--- src/hw/rtc_ctl_pkg.sv ---
package rtc_ctl_pkg;
    // Register map
    localparam logic [3:0] CTRL_ONE_ADDR  = 4'h0;
    localparam logic [3:0] CTRL_TWO_ADDR  = 4'h1;
    // First register fields
    localparam int TEST_SEL_BIT  = 7;
    localparam int HALT_BIT      = 5;
    localparam int OVR_BIT       = 3;
    // Second register fields
    localparam int PULSE_BIT     = 4;
    localparam int AF_BIT        = 3;
    localparam int TF_BIT        = 2;
    localparam int AIE_BIT       = 1;
    localparam int TIE_BIT       = 0;
    localparam logic [7:0] CTRL_ONE_RST = 8'h08;
    localparam logic [7:0] CTRL_TWO_RST = 8'h00;
    // Clocks
    localparam int unsigned CLK_HZ = 40000000;
    localparam int unsigned OSC_HZ = 32768;
    localparam int NCO_W = 26;
    localparam logic [NCO_W:0] NCO_MOD  = (NCO_W+1)'(CLK_HZ);
    localparam logic [NCO_W:0] NCO_STEP = (NCO_W+1)'(2 * OSC_HZ);
    localparam int DIV_W = 15;
    localparam logic [5:0] MIN_LAST = 6'h3b;
    // Countdown source select codes
    localparam logic [1:0] SRC_4096 = 2'h0;
    localparam logic [1:0] SRC_64   = 2'h1;
    localparam logic [1:0] SRC_1    = 2'h2;
    localparam logic [1:0] SRC_1_60 = 2'h3;
    // Pulse widths as fractions of a second, counted in oscillator periods
    localparam int unsigned PW_4096_ONE_DEN = 8192;
    localparam int unsigned PW_4096_DEN     = 4096;
    localparam int unsigned PW_64_ONE_DEN   = 128;
    localparam int unsigned PW_SLOW_DEN     = 64;
    localparam int PW_W = 10;
    localparam logic [PW_W-1:0] PW_4096_ONE = PW_W'(OSC_HZ / PW_4096_ONE_DEN);
    localparam logic [PW_W-1:0] PW_4096     = PW_W'(OSC_HZ / PW_4096_DEN);
    localparam logic [PW_W-1:0] PW_64_ONE   = PW_W'(OSC_HZ / PW_64_ONE_DEN);
    localparam logic [PW_W-1:0] PW_SLOW     = PW_W'(OSC_HZ / PW_SLOW_DEN);

    typedef struct packed {
        logic       test_sel;
        logic       halt;
        logic       ovr;
        logic       pulse_mode;
        logic       af;
        logic       tf;
        logic       alarm_irq_enable;
        logic       countdown_irq_enable;
        logic       irq;
        logic [7:0] rdata;
    } ctl_state_t;
endpackage

--- src/hw/irq_pulse_gen.sv ---
`timescale 1ns/1ps
module irq_pulse_gen (
    input  wire logic       clk,
    input  wire logic       sys_rst,
    input  wire logic       osc_tick,
    input  wire logic       start,
    input  wire logic [1:0] src_sel,
    input  wire logic       count_is_one,
    output logic            active
);
    import rtc_ctl_pkg::*;

    typedef struct packed {
        logic [PW_W-1:0] cnt;
        logic            active;
    } pg_state_t;

    pg_state_t       q, d;
    logic [PW_W-1:0] width;

    always_comb begin
        d = q;
        case (src_sel)
            SRC_4096: width = count_is_one ? PW_4096_ONE : PW_4096;
            SRC_64:   width = count_is_one ? PW_64_ONE : PW_SLOW;
            default:  width = PW_SLOW;
        endcase
        if (start) begin
            d.cnt    = width;
            d.active = 1'b1;
        end else if (q.active && osc_tick) begin
            d.cnt    = q.cnt - 1'b1;
            d.active = (q.cnt != 1);
        end
    end

    always_ff @(posedge clk) begin
        if (sys_rst) q <= '0;
        else q <= d;
    end

    assign active = q.active;
endmodule // irq_pulse_gen

--- src/hw/rtc_control_status_irq.sv ---
`timescale 1ns/1ps
//////////////////////////////////////////////////////////////////////////////
// Overview of operation
// - Bit 7 selects external clock test mode
// - Halt bit clears divider chain, stops clock
// - Square wave keeps running while halted
// - Bit 3 override enable, defaults to one
// - Level mode: interrupt follows countdown flag
// - Pulse mode: countdown interrupt is a pulse
// - Enabled alarm flag holds interrupt asserted
// - Alarm flag bit 3, write zero clears
// - Countdown flag bit 2, write zero clears
// - Alarm match sets alarm flag
// - Countdown end sets countdown flag
// - Flags hold until host overwrites them
// - Flag write is AND with written bit
// - Bit 1 alarm enable, bit 0 countdown
// - Interrupt is OR of enabled conditions
// - Pulse width depends on countdown value
// - Pulse widths per source clock table
// - Interrupt pin active low open drain
// - Registers at addresses 00h and 01h
// - Countdown end is count reaching zero
module rtc_control_status_irq (
    input  wire logic       clk,
    input  wire logic       sys_rst,
    input  wire logic [3:0] reg_addr,
    input  wire logic       reg_wr,
    input  wire logic [7:0] reg_wdata,
    output logic      [7:0] reg_rdata,
    input  wire logic       alarm_event,
    input  wire logic       countdown_zero,
    input  wire logic [1:0] countdown_src,
    input  wire logic [7:0] countdown_load,
    input  wire logic       external_test_clock,
    output logic            irq_n_out,
    output logic            irq_n_oe,
    output logic            square_wave_out,
    output logic            countdown_tick,
    output logic            second_tick,
    output logic            ext_clock_test_select,
    output logic            divider_halted,
    output logic            reset_override_enable
);
    import rtc_ctl_pkg::*;

    //////////////////////////////////////////////////////////////////////////
    // Submodules
    ctl_state_t q, d;
    logic       osc_tick;
    logic       pulse_active;
    logic       cd_end;
    logic       wr_one, wr_two;
    logic       cd_cond;
    logic       sq_raw, src_raw, sec_raw;
    logic       sq_q, src_q, sec_q;

    assign cd_end = countdown_zero;

    rtc_prescaler u_pre (
        .clk                 (clk),
        .sys_rst             (sys_rst),
        .halt                (q.halt),
        .test_mode           (q.test_sel),
        .external_test_clock (external_test_clock),
        .src_sel             (countdown_src),
        .square_out          (sq_raw),
        .osc_tick            (osc_tick),
        .src_tick            (src_raw),
        .sec_tick            (sec_raw)
    );

    irq_pulse_gen u_pulse (
        .clk          (clk),
        .sys_rst      (sys_rst),
        .osc_tick     (osc_tick),
        .start        (cd_end),
        .src_sel      (countdown_src),
        .count_is_one (countdown_load == 8'h01),
        .active       (pulse_active)
    );

    //////////////////////////////////////////////////////////////////////////
    // Register file and interrupt
    assign wr_one = reg_wr && (reg_addr == CTRL_ONE_ADDR);
    assign wr_two = reg_wr && (reg_addr == CTRL_TWO_ADDR);

    always_comb begin
        d = q;
        if (wr_one) begin
            d.test_sel = reg_wdata[TEST_SEL_BIT];
            d.halt     = reg_wdata[HALT_BIT];
            d.ovr      = reg_wdata[OVR_BIT];
        end
        if (wr_two) begin
            d.pulse_mode = reg_wdata[PULSE_BIT];
            d.alarm_irq_enable        = reg_wdata[AIE_BIT];
            d.countdown_irq_enable        = reg_wdata[TIE_BIT];
            d.af         = q.af & reg_wdata[AF_BIT];
            d.tf         = q.tf & reg_wdata[TF_BIT];
        end
        // Setting wins over a clearing write in the same cycle
        if (alarm_event) d.af = 1'b1;
        if (cd_end) d.tf = 1'b1;
        cd_cond = d.pulse_mode ? pulse_active : d.tf;
        // Built from next values so a clearing write drops it at once
        d.irq = (d.af & d.alarm_irq_enable) | (cd_cond & d.countdown_irq_enable);
        case (reg_addr)
            CTRL_ONE_ADDR: d.rdata = {q.test_sel, 1'b0, q.halt, 1'b0, q.ovr, 3'h0};
            CTRL_TWO_ADDR: d.rdata = {3'h0, q.pulse_mode, q.af, q.tf, q.alarm_irq_enable, q.countdown_irq_enable};
            default:       d.rdata = 8'h00;
        endcase
    end

    always_ff @(posedge clk) begin
        if (sys_rst) begin
            q            <= '0;
            q.test_sel   <= CTRL_ONE_RST[TEST_SEL_BIT];
            q.halt       <= CTRL_ONE_RST[HALT_BIT];
            q.ovr        <= CTRL_ONE_RST[OVR_BIT];
            q.pulse_mode <= CTRL_TWO_RST[PULSE_BIT];
            q.af         <= CTRL_TWO_RST[AF_BIT];
            q.tf         <= CTRL_TWO_RST[TF_BIT];
            q.alarm_irq_enable        <= CTRL_TWO_RST[AIE_BIT];
            q.countdown_irq_enable        <= CTRL_TWO_RST[TIE_BIT];
            sq_q         <= 1'b0;
            src_q        <= 1'b0;
            sec_q        <= 1'b0;
        end else begin
            q     <= d;
            sq_q  <= sq_raw;
            src_q <= src_raw;
            sec_q <= sec_raw;
        end
    end

    //////////////////////////////////////////////////////////////////////////
    // Outputs
    assign reg_rdata             = q.rdata;
    assign irq_n_out             = 1'b0;
    assign irq_n_oe              = q.irq;
    assign square_wave_out       = sq_q;
    assign countdown_tick        = src_q;
    assign second_tick           = sec_q;
    assign ext_clock_test_select = q.test_sel;
    assign divider_halted        = q.halt;
    assign reset_override_enable = q.ovr;
endmodule // rtc_control_status_irq

--- src/hw/rtc_prescaler.sv ---
`timescale 1ns/1ps
module rtc_prescaler (
    input  wire logic       clk,
    input  wire logic       sys_rst,
    input  wire logic       halt,
    input  wire logic       test_mode,
    input  wire logic       external_test_clock,
    input  wire logic [1:0] src_sel,
    output logic            square_out,
    output logic            osc_tick,
    output logic            src_tick,
    output logic            sec_tick
);
    import rtc_ctl_pkg::*;

    typedef struct packed {
        logic [NCO_W-1:0] acc;
        logic             sq;
        logic             ext_prev;
        logic [DIV_W-1:0] div;
        logic [5:0]       mins;
        logic             osc_tick;
        logic             src_tick;
        logic             sec_tick;
    } pre_state_t;

    pre_state_t q, d;
    logic [NCO_W:0] sum;
    logic           tick2, adv, f4096, f64, f1, f160;

    always_comb begin
        d = q;
        sum = {1'b0, q.acc} + NCO_STEP;
        tick2 = (sum >= NCO_MOD);
        if (tick2) begin
            d.acc = NCO_W'(sum - NCO_MOD);
            d.sq  = ~q.sq;
        end else begin
            d.acc = sum[NCO_W-1:0];
        end
        // Test mode clocks the chain from the external pin
        adv = test_mode ? (external_test_clock & ~q.ext_prev) : (tick2 & ~q.sq);
        d.ext_prev = external_test_clock;
        f4096 = adv && (q.div[2:0] == 3'h7);
        f64   = adv && (q.div[8:0] == 9'h1ff);
        f1    = adv && (&q.div);
        f160  = f1 && (q.mins == MIN_LAST);
        d.osc_tick = adv;
        d.sec_tick = 1'b0;
        d.src_tick = 1'b0;
        if (halt) begin
            d.div  = '0;
            d.mins = '0;
        end else begin
            if (adv) d.div = q.div + 1'b1;
            if (f1) d.mins = f160 ? 6'h00 : q.mins + 6'h01;
            d.sec_tick = f1;
            case (src_sel)
                SRC_4096: d.src_tick = f4096;
                SRC_64:   d.src_tick = f64;
                SRC_1:    d.src_tick = f1;
                default:  d.src_tick = f160;
            endcase
        end
    end

    always_ff @(posedge clk) begin
        if (sys_rst) q <= '0;
        else q <= d;
    end

    assign square_out = q.sq;
    assign osc_tick   = q.osc_tick;
    assign src_tick   = q.src_tick;
    assign sec_tick   = q.sec_tick;
endmodule // rtc_prescaler

--- config.mk ---
export PLATFORM = sky130hd
export DESIGN_NAME = rtc_control_status_irq
export DESIGN_NICKNAME = d
export VERILOG_FILES = /design/src/hw/rtc_ctl_pkg.sv /design/src/hw/irq_pulse_gen.sv /design/src/hw/rtc_control_status_irq.sv /design/src/hw/rtc_prescaler.sv
export SDC_FILE = /design/constraint.sdc
export NUM_CORES = 1
export LEC_CHECK = 0
export BUFFER_PORTS_ARGS = -buffer_cell sky130_fd_sc_hd__buf_2
export CORE_ASPECT_RATIO = 1.25
export CORE_MARGIN = 2
export CORE_UTILIZATION = 36
export CTS_CLUSTER_DIAMETER = 30
export CTS_CLUSTER_SIZE = 30
export DETAILED_ROUTE_END_ITERATION = 10
export GPL_TIMING_DRIVEN = 0
export PLACE_DENSITY_LB_ADDON = 0.25
export REMOVE_ABC_BUFFERS = 1
export SYNTH_ARGS = -nofsm -noshare
export SYNTH_HDL_FRONTEND = slang
export SYNTH_SLANG_ARGS = --single-unit
--- constraint.sdc ---
create_clock -name clk -period 2.7 [get_ports clk]
set_input_delay 0.135 -clock clk [delete_from_list [all_inputs] [get_ports clk]]
set_output_delay 0.135 -clock clk [all_outputs]
set_load 0.01 [all_outputs]
==> impl_metrics.tcl <==
set metrics [dict create \
    syn_area_per_cell_um2 8.44 \
    worstPathRequired_ns 2.97 \
    antenna_found_initial 0 \
    cp_max_fo 8 \
    finalSetupViolCount 0 \
    drive_gt1_frac 0.217 \
    areaGrowthSynthToFinish_pct 20.2 \
    seqCellArea_mm2 0.00148 \
    yosys_warnings 0 \
    die_w_um 95.4 \
    synth-edff-count 0 \
    die_h_um 118 \
    crit_arrival_ns 2.95 \
    die_area_mm2 0.0113 \
    start_util 0.372 \
    setup_tns_ns 0 \
    fin_crit_ns 2.68 \
    final_hold_viol_count 0 \
    cap_violations 0 \
    status "finished, final reports clean" \
    synth_cell_types 60 \
    vias 3259 \
    worst_slew_pin_slew_ns 0.790 \
    fmax_mhz 373 \
    crit_path_start_kind "flip-flop" \
    hold_ws_ns 0.0253 \
    clk_transition_reported_paths_ns 0.06 \
    numCtsBuffers 9 \
    postPlaceCellArea_mm2 0.00399 \
    h-tree-depth 3 \
    ir_drop_mv 0.288 \
    drtIter0Drc 178 \
    combPwrFrac 0.055 \
    ff2ff_path_depth 11 \
    viasPerCell 5.28 \
    power_frac_seq 0.456 \
    end_kind "flip-flop" \
    hold_start "reg_wdata[3]" \
    drc 0 \
    power-per-cell-area_mw_per_mm2 537 \
    grt_max_degree 45 \
    synth_seq_area_share 0.389 \
    ys_ff_latch 73 \
    fill_cells 989 \
    core_area_mm2 0.0101 \
    final_antenna_net_count 0 \
    fin_ws_ns 0.0176 \
    grt_use_total 0.149 \
    ios 44 \
    rows 41 \
    switching_power_mw 0.559 \
    clock_latency_ns 0.33 \
    port_buffers 40 \
    internal-power_mw 1.87 \
    clock_power_share 0.489 \
    hold_path.class "in2reg" \
    fin_area_mm2 0.00452 \
    async_flop_share 0 \
    skew_ns 0.00565 \
    firstDrtPassIters 4 \
    drt-wirelength-per-cell_um 13.3 \
    multi_input_area_mm2 0.00225 \
    regToRegEndpoint "u_pre.q[15]" \
    holdPathEnd "reset_override_enable" \
    cts-root-buf "clkbuf_16" \
    clockBufferDepth 2 \
    diodes 0 \
    route.final.wire_length_um 8180 \
    rrSetupSlack_ns 0.02 \
    drv_slew 0 \
    holdPathStages 2 \
    timing.final.crit_share 0.993 \
    grt_pass1_vias 3036 \
    max_slew_margin 0.473 \
    grt_pass1_wl_um 13500 \
    switching_share 0.231 \
    p_leak_nw 1.76 \
    path_class "reg2reg" \
    syn_area_mm2 0.00376 \
    dp_hpwl_um 5600 \
    pre_cts_slack_ns -0.768 \
    clock_sinks 73 \
    syn_inst 445 \
    nets 522 \
    cts_tree "done" \
    r2r_start "u_pre.q[42]" \
    gr-total-overflow 0 \
    synth_ff_type "dfxtp_1" \
    place.gp.congestion 0.825 \
    rsz0062_at_grt "yes" \
]
-- what timing repair did --
item	in CTS	in global routing
setup endpoints to repair	41	25
resized for setup	23	15
hold buffers	0	0
pin swaps	5	8
setup buffers	7	4
-- sequential cells by signal (all words and copies together) (netlist names), 5 cells and up --
name and flops:
q 5, reg_rdata 7, u_pre.q 39, u_pulse.q 10
-- placed cells by master (no fill, tap or decap), types with 3 or more instances in the layout --
| cell type | instances |
|---|---|
| nor2_1 | 69 |
| dfxtp_1 | 65 |
| buf_2 | 40 |
| nand2_1 | 33 |
| a21oi_1 | 25 |
| xnor2_1 | 23 |
| nor2b_1 | 12 |
| inv_1 | 11 |
| nor3_1 | 11 |
| mux2i_1 | 11 |
| o21ai_0 | 10 |
| ha_1 | 10 |
| and3_1 | 9 |
| nand4_1 | 9 |
| clkbuf_16 | 9 |
| xor2_1 | 8 |
| nor4_1 | 7 |
| buf_4 | 7 |
| and2_1 | 6 |
| dfxtp_2 | 6 |
| o21a_1 | 5 |
| a211oi_1 | 5 |
| a31oi_1 | 5 |
| nand3_1 | 5 |
| and4_1 | 4 |
| nor3b_1 | 3 |
| or2_2 | 3 |
| a31o_2 | 3 |
| or3_1 | 3 |
| a21o_1 | 3 |
-- metal layers --
| metal | vias to the layer above | global-route usage | wire (um) |
|---|---|---|---|
| li1 | 1636 | - | - |
| met1 | 1541 | 0.177 | 3670 |
| met2 | 70 | 0.254 | 4030 |
| met3 | 12 | 0.0229 | 312 |
| met4 | 0 | 0.0777 | 162 |
| met5 | - | 0 | 0 |
-- power groups by stage --
stage               combinational, mW  sequential (mW)  clock [mW]
global placement                0.120             1.13           0
finish                          0.134             1.11        1.18
CTS                             0.128             1.11        1.22
detailed placement              0.122             1.13           0
global route                    0.150             1.11        1.27
floorplan                      0.0692             1.12           0
-- cells by family (layout without fill, tap and decap cells) --
| kind of cell | count (synthesis) | count (layout) | share of synthesized area |
|---|---|---|---|
| adders and majority gates | 11 | 11 | 0.0366 |
| DFF | 73 | 73 | 0.389 |
| muxes | 13 | 13 | 0.0350 |
| and+or+nand+nor | 197 | 197 | 0.263 |
| buffers and inverters | 35 | 77 | 0.0473 |
| AOI/OAI and AO/OA | 84 | 84 | 0.156 |
| other | 1 | 2 | 0.000998 |
| xor gates and xnor gates | 31 | 31 | 0.0723 |
-- worst max-delay path, stage by stage, from the launching register on --
cell and delay, ns:
dfxtp_4 0.38, ha_4 0.19, nor4_2 0.26, inv_1 0.10, a211o_1 0.33, a211oi_4 0.24
a2111oi_4 0.08, buf_6 0.16, or2_4 0.26, buf_12 0.14, or3_4 0.36, a21oi_2 0.12
-- through the flow --
stage	cells	power, mW	utilization
finish	617	2.42	0.447
global route	617	2.53	0.447
detailed placement	591	1.25	0.394
global placement	591	1.25	0.394
CTS	613	2.45	0.436
floorplan	422	1.19	-
-- how the worst max path moves through the flow --
stage                      startpoint           to  slack [ns]
after CTS                 u_pre.q[41]  u_pre.q[18]       -0.06
after global routing      u_pre.q[42]  u_pre.q[15]       -0.14
after detailed placement  u_pre.q[42]  u_pre.q[50]       -0.77
after floorplan           u_pre.q[42]  u_pre.q[50]       -0.06
final                     u_pre.q[42]  u_pre.q[15]        0.02
after global placement    u_pre.q[42]  u_pre.q[50]       -0.75
-- cell usage after synthesis, drive strengths merged (11+ instances only) --
| master | count | area (um^2) |
|---|---|---|
| a21oi | 27 | 135 |
| nor2 | 71 | 267 |
| nand2 | 35 | 131 |
| mux2i | 12 | 120 |
| buf | 14 | 98.8 |
| ha | 11 | 138 |
| inv | 11 | 41.3 |
| dfxtp | 73 | 1460 |
| xnor2 | 23 | 201 |
| nor3 | 14 | 75.1 |
| nor2b | 12 | 75.1 |
| o21ai | 11 | 55.1 |
-- final cells by class --
type,instances,share of cell area
repair buffers,50,0.0640
well taps,129,0.0357
clock inverters,6,0.0150
clock buffers,10,0.0507
inverters,11,0.00914
multi-input cells,338,0.499
flip-flops and latches,73,0.327
Note: power is estimated with default switching activity, not from simulation.
